File: config.mk
export PLATFORM = sky130hd
export DESIGN_NAME = host_interrupt_mask_gate
export DESIGN_NICKNAME = d
export VERILOG_FILES = /design/src/hdl/host_irq_pkg.sv /design/src/hdl/host_interrupt_mask_gate.sv
export SDC_FILE = /design/constraint.sdc
export NUM_CORES = 1
export LEC_CHECK = 0
export BUFFER_PORTS_ARGS = -buffer_cell sky130_fd_sc_hd__buf_2
export CORE_UTILIZATION = 48
export DETAILED_ROUTE_END_ITERATION = 8
export PLACE_DENSITY = 0.9
export SYNTH_ARGS = -nofsm -noshare
export SYNTH_HDL_FRONTEND = slang
export SYNTH_SLANG_ARGS = --single-unit
File: constraint.sdc
create_clock -name clk -period 2.7 [get_ports clk]
set_input_delay 0.405 -clock clk [delete_from_list [all_inputs] [get_ports clk]]
set_output_delay 0.405 -clock clk [all_outputs]
set_load 0.02 [all_outputs]
File: src/hdl/host_irq_pkg.sv
package host_irq_pkg;
  localparam logic [7:0] MASK_SET_OFS = 8'h88;
  localparam logic [7:0] MASK_CLR_OFS = 8'h8c;
  localparam logic [7:0] NOTE_STAT_OFS = 8'hc0;
  localparam logic [7:0] NOTE_MASK_OFS = 8'hc4;
  localparam logic [7:0] MASKED_VIEW_OFS = 8'hc8;
  localparam int GATE_BIT = 31;
  localparam int TIMED_RX_BIT = 7;
  localparam int TIMED_TX_BIT = 6;
  localparam logic [31:0] MASK_WRITABLE = 32'hefff_83ff;
  localparam logic [31:0] EVENT_USED = 32'h6fff_83ff;
  localparam logic [31:0] MASK_RESET = 32'h0000_0000;
  localparam int NOTE_W = 2;
  localparam int NOTE_ROSE_BIT = 0;
  localparam int NOTE_UNMAPPED_BIT = 1;
  localparam logic [1:0] NOTE_RESET = 2'h0;
  localparam logic [1:0] NOTE_CLEAR = 2'h0;
  localparam logic [31:0] DATA_RESET = 32'h0000_0000;
  typedef enum {
    SEL_MASK_SET,
    SEL_MASK_CLR,
    SEL_NOTE_STAT,
    SEL_NOTE_MASK,
    SEL_VIEW,
    SEL_NONE
  } regsel_t;
endpackage

File: src/hdl/host_interrupt_mask_gate.sv
// Chosen here: register access over Wishbone.
`timescale 1ns/1ns
`default_nettype none
module host_interrupt_mask_gate (
  input wire logic clk,
  input wire logic srst,
  input wire logic cyc_i,
  input wire logic stb_i,
  input wire logic we_i,
  input wire logic [7:0] adr_i,
  input wire logic [3:0] sel_i,
  input wire logic [31:0] dat_i,
  output logic ack_o,
  output logic [31:0] dat_o,
  input wire logic [31:0] eventFlags,
  input wire logic timedReceiveAny,
  input wire logic timedTransmitAny,
  output logic cpuIrq,
  output logic noteIrq
);

  function automatic host_irq_pkg::regsel_t decodeAdr(input logic [7:0] a);
    host_irq_pkg::regsel_t s;
    s = host_irq_pkg::SEL_NONE;
    if (a == host_irq_pkg::MASK_SET_OFS) begin
      s = host_irq_pkg::SEL_MASK_SET;
    end else if (a == host_irq_pkg::MASK_CLR_OFS) begin
      s = host_irq_pkg::SEL_MASK_CLR;
    end else if (a == host_irq_pkg::NOTE_STAT_OFS) begin
      s = host_irq_pkg::SEL_NOTE_STAT;
    end else if (a == host_irq_pkg::NOTE_MASK_OFS) begin
      s = host_irq_pkg::SEL_NOTE_MASK;
    end else if (a == host_irq_pkg::MASKED_VIEW_OFS) begin
      s = host_irq_pkg::SEL_VIEW;
    end
    return s;
  endfunction

  function automatic logic [31:0] laneBits(input logic [3:0] sel);
    logic [31:0] m;
    m = 32'h0000_0000;
    for (int i = 0; i < 4; i++) begin
      m[i*8 +: 8] = {8{sel[i]}};
    end
    return m;
  endfunction

  logic ack_r;
  logic ack_nxt;
  logic [31:0] dat_r;
  logic [31:0] dat_nxt;
  logic [31:0] mask_r;
  logic [31:0] mask_nxt;
  logic [1:0] stat_r;
  logic [1:0] stat_nxt;
  logic [1:0] noteMask_r;
  logic [1:0] noteMask_nxt;
  logic cpuIrq_r;
  logic cpuIrq_nxt;
  logic noteIrq_r;
  logic noteIrq_nxt;
  logic [31:0] evVec;
  logic [31:0] maskedView;
  logic [31:0] wrBits;
  logic req;
  logic fire;
  host_irq_pkg::regsel_t selReg;

  always_comb begin
    // event vector with the live timed levels merged in
    evVec = eventFlags & host_irq_pkg::EVENT_USED;
    evVec[host_irq_pkg::TIMED_RX_BIT] = timedReceiveAny;
    evVec[host_irq_pkg::TIMED_TX_BIT] = timedTransmitAny;
    maskedView = evVec & mask_r;
    maskedView[host_irq_pkg::GATE_BIT] = 1'b0;
    req = cyc_i & stb_i;
    fire = req & ack_r;
    selReg = decodeAdr(adr_i);
    wrBits = dat_i & laneBits(sel_i) & host_irq_pkg::MASK_WRITABLE;
    ack_nxt = req & ~ack_r;
    dat_nxt = dat_r;
    if (req && !ack_r) begin
      unique case (selReg)
        host_irq_pkg::SEL_MASK_SET: dat_nxt = mask_r;
        host_irq_pkg::SEL_MASK_CLR: dat_nxt = mask_r;
        host_irq_pkg::SEL_NOTE_STAT: dat_nxt = {30'h0000_0000, stat_r};
        host_irq_pkg::SEL_NOTE_MASK: dat_nxt = {30'h0000_0000, noteMask_r};
        host_irq_pkg::SEL_VIEW: dat_nxt = maskedView;
        host_irq_pkg::SEL_NONE: dat_nxt = host_irq_pkg::DATA_RESET;
      endcase
    end
    mask_nxt = mask_r;
    noteMask_nxt = noteMask_r;
    stat_nxt = stat_r;
    if (fire && we_i) begin
      unique case (selReg)
        host_irq_pkg::SEL_MASK_SET: mask_nxt = mask_r | wrBits;
        host_irq_pkg::SEL_MASK_CLR: mask_nxt = mask_r & ~wrBits;
        host_irq_pkg::SEL_NOTE_MASK: noteMask_nxt = dat_i[1:0] & {2{sel_i[0]}};
        host_irq_pkg::SEL_NOTE_STAT,
        host_irq_pkg::SEL_VIEW,
        host_irq_pkg::SEL_NONE: mask_nxt = mask_r;
      endcase
    end
    if (fire && !we_i && selReg == host_irq_pkg::SEL_NOTE_STAT) begin
      stat_nxt = host_irq_pkg::NOTE_CLEAR;
    end
    // gate, then per-source enable
    cpuIrq_nxt = mask_r[host_irq_pkg::GATE_BIT] & (|maskedView[30:0]);
    // set wins over the read clear
    if (cpuIrq_nxt && !cpuIrq_r) begin
      stat_nxt[host_irq_pkg::NOTE_ROSE_BIT] = 1'b1;
    end
    if (fire && selReg == host_irq_pkg::SEL_NONE) begin
      stat_nxt[host_irq_pkg::NOTE_UNMAPPED_BIT] = 1'b1;
    end
    noteIrq_nxt = |(stat_nxt & noteMask_nxt);
  end

  always_ff @(posedge clk) begin
    if (srst) begin
      ack_r <= 1'b0;
      dat_r <= host_irq_pkg::DATA_RESET;
      mask_r <= host_irq_pkg::MASK_RESET;
      stat_r <= host_irq_pkg::NOTE_RESET;
      noteMask_r <= host_irq_pkg::NOTE_RESET;
      cpuIrq_r <= 1'b0;
      noteIrq_r <= 1'b0;
    end else begin
      ack_r <= ack_nxt;
      dat_r <= dat_nxt;
      mask_r <= mask_nxt;
      stat_r <= stat_nxt;
      noteMask_r <= noteMask_nxt;
      cpuIrq_r <= cpuIrq_nxt;
      noteIrq_r <= noteIrq_nxt;
    end
  end

  assign ack_o = ack_r;
  assign dat_o = dat_r;
  assign cpuIrq = cpuIrq_r;
  assign noteIrq = noteIrq_r;
endmodule
`default_nettype wire

* Yosys cells after proc, flatten, opt, wreduce, memory -nomap -nowiden
Index checks and enable logic that the tools add are counted.
** Operators by class
- $add $sub $neg :: 0
- $mul :: 0
- Divide/modulo/power cells :: 0
- $lt $le $gt $ge :: 0
- Eq/ne operators :: 12
- Shifts and indexed selects :: 0
- Multiplexer cells :: 12
- Bitwise operators :: 12
- Reduce and logical (&&, ||, !) cells :: 15
** Operator list (count)
- one-hot mux 32 bit (5 select lines) :: 1
- == test 32 x 3 -> 1 bit, second input constant :: 3
- AND 32 bit :: 2
- == test 32 x 2 -> 1 bit, second input constant :: 2
- one-hot mux 32 bit (2 select lines) :: 1
- == test 8 bit, second input constant :: 5
- == test 32 x 1 -> 1 bit, second input constant :: 1
- == test 32 x 4 -> 1 bit, second input constant :: 1
- zero test 32 bit :: 1
- 2-to-1 mux 32 bit :: 1
- inverter 32 bit :: 1
- OR 32 bit :: 1
- AND 31 bit :: 1
- OR reduction 31 bit :: 1
- 2-to-1 mux 3 bit :: 3
- logical AND 1 bit :: 6
- 2-to-1 mux 2 bit :: 3
- AND 1 bit :: 4
- AND 2 bit :: 2
- OR reduction 2 bit :: 2
- zero test 1 bit :: 3
- 2-to-1 mux 1 bit :: 3
- AND reduction 2 bit :: 1
- nonzero test 2 bit :: 1
- inverter 1 bit :: 1
** Word-level totals
- Flip-flop bits (word level) :: 71
- Bits in latches :: 0
- RAM bits :: 0
- Memory bits (read-only) :: 0
- Input bits :: 83
- Output and inout bits :: 35
- Word-level logic and storage cells :: 58
- Memories :: 0

* Logic depth before layout (Yosys ltp)
- Depth in word-level cells :: 12
- Gate-level depth with buffers :: 7
- Gate-level depth less buffers :: 5

* Worst setup path before layout
No wires, ideal clock.
- Kind :: input to register
- Start :: input adr_i[5]
- End :: register noteIrq_r, in the netlist noteIrq
- Library setup time :: 120 ps
- Arrival :: 2077 ps
- Data required time :: 2580 ps
- Path slack :: 504 ps
- Stages on the path :: 6
- Buffers on the path :: 1
- Path through :: or4b_1 -> buf_6 -> nor4_1 -> mux2_2 -> a32oi_1 -> nand2_1
** Between the ends
- Cells in the longest elaborated chain, start to end :: 12
- Elaborated cells between the ends (all ways) :: 22
- Those cells by class :: 8 x eq/ne; 10 x mux; 1 x bitwise; 3 x reduce/logical
** Ends and longest elaborated chain
- from (decl) :: line host_interrupt_mask_gate.sv:10 : input wire logic [7:0] adr_i,
- == test 8 bit :: line host_interrupt_mask_gate.sv:33 : end else if (a == host_irq_pkg::MASKED_VIEW_OFS) begin
- 2-to-1 mux 1 bit :: line host_interrupt_mask_gate.sv:33
- 2-to-1 mux 3 bit :: line host_interrupt_mask_gate.sv:31 : end else if (a == host_irq_pkg::NOTE_MASK_OFS) begin
- 2-to-1 mux 3 bit :: line host_interrupt_mask_gate.sv:29 : end else if (a == host_irq_pkg::NOTE_STAT_OFS) begin
- 2-to-1 mux 3 bit :: line host_interrupt_mask_gate.sv:27 : end else if (a == host_irq_pkg::MASK_CLR_OFS) begin
- 2-to-1 mux 32 bit * :: line host_interrupt_mask_gate.sv:25 : if (a == host_irq_pkg::MASK_SET_OFS) begin
- == test 32 x 3 -> 1 bit :: line host_interrupt_mask_gate.sv:105 : if (fire && !we_i && selReg == host_irq_pkg::SEL_NOTE_STAT) begin
- logical AND 1 bit :: line host_interrupt_mask_gate.sv:105
- 2-to-1 mux 2 bit :: line host_interrupt_mask_gate.sv:105
- 2-to-1 mux 1 bit, on equally long branches :: line host_interrupt_mask_gate.sv:111, host_interrupt_mask_gate.sv:114
- AND 2 bit * :: line host_interrupt_mask_gate.sv:117 : noteIrq_nxt = |(stat_nxt & noteMask_nxt);
- OR reduction 2 bit * :: line host_interrupt_mask_gate.sv:117
- to (signal assigned) :: line host_interrupt_mask_gate.sv:136 : noteIrq_r <= noteIrq_nxt;
- to (decl) :: line host_interrupt_mask_gate.sv:60 : logic noteIrq_r;
Mark *: on every way between the ends. The rest lies on a longest branch, timed or not.
A chain may end at the register's enable or synchronous reset.

* Worst setup path after layout
- Start :: input adr_i[6]
- End :: register noteIrq_r, in the netlist noteIrq
The elaborated chain is that of the path after synthesis.

==> metrics.txt <==
GRT Total Usage=0.2540; Critical Path AT=~2300 ps; CTS Hold Bufs=0; vias in the first global route=2524; CTS H-tree lvls=3; fraction of layout cells with a size suffix above 1=0.3017; CTS tree=yes; crit path max fanout=7; Clk pin slew, worst setup/hold paths=60 ps; Syn-to-layout area delta=25.09%; Rows=27; RSZ-0062 raised after global routing=false; Worst Hold End=dat_o[17]; Nets=501; predominant post-synthesis flop cell=dfxtp_1; total CTS buffers=9; Clock Sinks=59; Avg WL per Cell=15.01 um; worst reg-to-reg setup slack=840 ps; Slew HR=0.5670; Synth area leaders=dfxtp_1 42%, mux2i_1 9.6%, nand2_1 6.8%, nand2b_1 5.8%, a21oi_1 4.6%; Worst EP required=2910 ps; Antenna diodes=0; Syn Area/Cell=~8.6 um^2; I/O pins=118; synthesized area=roughly 2800 um^2; cell count after synthesis=325; worst hold path startpoint=eventFlags[17]; Die W=78.41 um; slowest CP cell=nor4_1; Fmax=477.9 MHz; deepest clock path buffer count=2; unique cell type count in the Yosys netlist=43; min cycle time layout=2092 ps; DR vias=2712; status=completed; Hold Crit Class=in -> reg; Reg2Reg Launch Point=ack_o; share of async-settable or async-resettable flops after synthesis=0; synth cell count leaders=59 x dfxtp_1, 51 x nand2_1, 27 x mux2i_1; Root Buffer=clkbuf_8; final worst-path setup slack=around 610 ps; largest net degree at the start of global routing=39; area leader, netlist=dfxtp_1; DRT Wirelength=7401 um; Buf/Inv on CP=1; Top delay family on crit path=simple AND/OR/NAND/NOR gates; PostCTS Resize Cnt=0; static leakage=0.001571 uW; Seq/Total Area, Yosys=0.4214; Post-synth EDFFs=0; flops & latches, synth=just under 60; Ys Warns=0; worst r2r path cells=5; Cell Pwr Density=between 500 and 600 nW/um^2; Core Region=~5600 um^2; HPWL Detailed=5261 um; post-route ant nets=0; Synth top area share=0.4214; Tot Pwr=1831 uW; WHS Path Cells=3; count leader, synth=dfxtp_1; VDD IR max=0.4564 mV; final slew viol count=0; CP Cell Sequence=buf_2, or3b_2, nor4_1, mux2_2, a32oi_1, nand2_1; # setup viols final=0; startpoint types=primary input; Congestion Overflow GR=0; fin crit share=0.7750; TNS Setup=0 ps; CP endpoint kind=flip-flop; full die area=~6100 um^2; Fin Clk Skew=around 8.3 ps; # port buffers=96; DRC Markers=0; Iteration-0 DRC Markers=170; vias per cell=5.501; Crit path largest cell delay=570 ps; Worst-Skew Late Latency=around 330 ps; initial antenna violation count=0; DP Worst Slack=330.4 ps; FF-to-FF End=noteIrq; gpl congestion=0.8618; Final Hold Fails=0; max_cap viols=0; worst slew pin tran=643.5 ps; die height=78.41 um; CP Class=in -> reg; global-route wire length before repair=11930 um; starting density of the core=0.5028; drt first pass iters=5; setup bufs post-CTS=0
-- worst max-delay path by stage --
stage	startpoint	end	slack (ps)	depth (start not counted)
2_1_floorplan	adr_i[5]	noteIrq	500	6
3_3_place_gp	adr_i[5]	noteIrq	390	6
3_5_place_dp	adr_i[5]	noteIrq	330	6
4_1_cts	adr_i[6]	noteIrq	670	6
5_1_grt	adr_i[6]	noteIrq	540	6
6_report	adr_i[6]	noteIrq	610	6
-- worst register-to-register path, cell delays in order, from the launching register on --
cell     delay [ps]
dfxtp_1         380
nand4_1         190
nor4_1          530
mux2_2          420
a32oi_1         150
nand2_1          70
-- routing by layer --
metal	GRT usage	up-vias	share of wire	wire [um]
met1	0.3027	1271	0.44	3249
met5	0	-	0	0
li1	-	1320	-	-
met3	0.06279	8	0.064	474
met2	0.4289	113	0.49	3607
met4	0.1167	0	0.0095	70
-- cells in the final DEF, fill, tap and decap left out, drive strengths merged, types with 5 or more instances in the layout --
master	count
buf	103
a21oi	26
nor4	5
clkbuf	12
nand2	51
nand3	26
mux2i	27
o21ai	24
nor2	9
dfxtp	59
nand2b	26
conb	6
-- per-stage QoR --
stage / hold WS [ps] / cells / instance area [um^2] / utilization
3_3_place_gp: 430.1 / 479 / 3306 / 0.5930
2_1_floorplan: 441.5 / 330 / 2821 / -
3_5_place_dp: 440.5 / 479 / 3306 / 0.5930
6_report: 360.2 / 493 / 3506 / 0.6290
4_1_cts: 348.3 / 493 / 3506 / 0.6290
5_1_grt: 351.6 / 493 / 3506 / 0.6290
-- power by group --
part,switching [uW],leakage (uW),total (uW),internal (uW)
clock,324,0.000104,814,490
combinational,85.5,0.000991,142,56.6
sequential,1.90,0.000475,875,873
-- logic make-up after synthesis --
group	synth area share
buffers and inverters	0.05670
AO/OA/AOI/OAI	0.1562
other	0.001338
multiplexers	0.1004
flip-flops	0.4214
AND/OR/NAND/NOR	0.2638
-- layout make-up --
| class | count | area [um^2] |
|---|---|---|
| fill | 484 | 2068 |
| multi-input combinational | 243 | 1481 |
| clock inverter | 2 | 35.03 |
| clock buffer | 12 | 165.2 |
| inverter | 2 | 7.507 |
| sequential | 59 | 1181 |
| timing repair buffer | 103 | 545.5 |
| tap | 72 | 90.09 |
No activity file was read; power rests on OpenSTA's default activity.
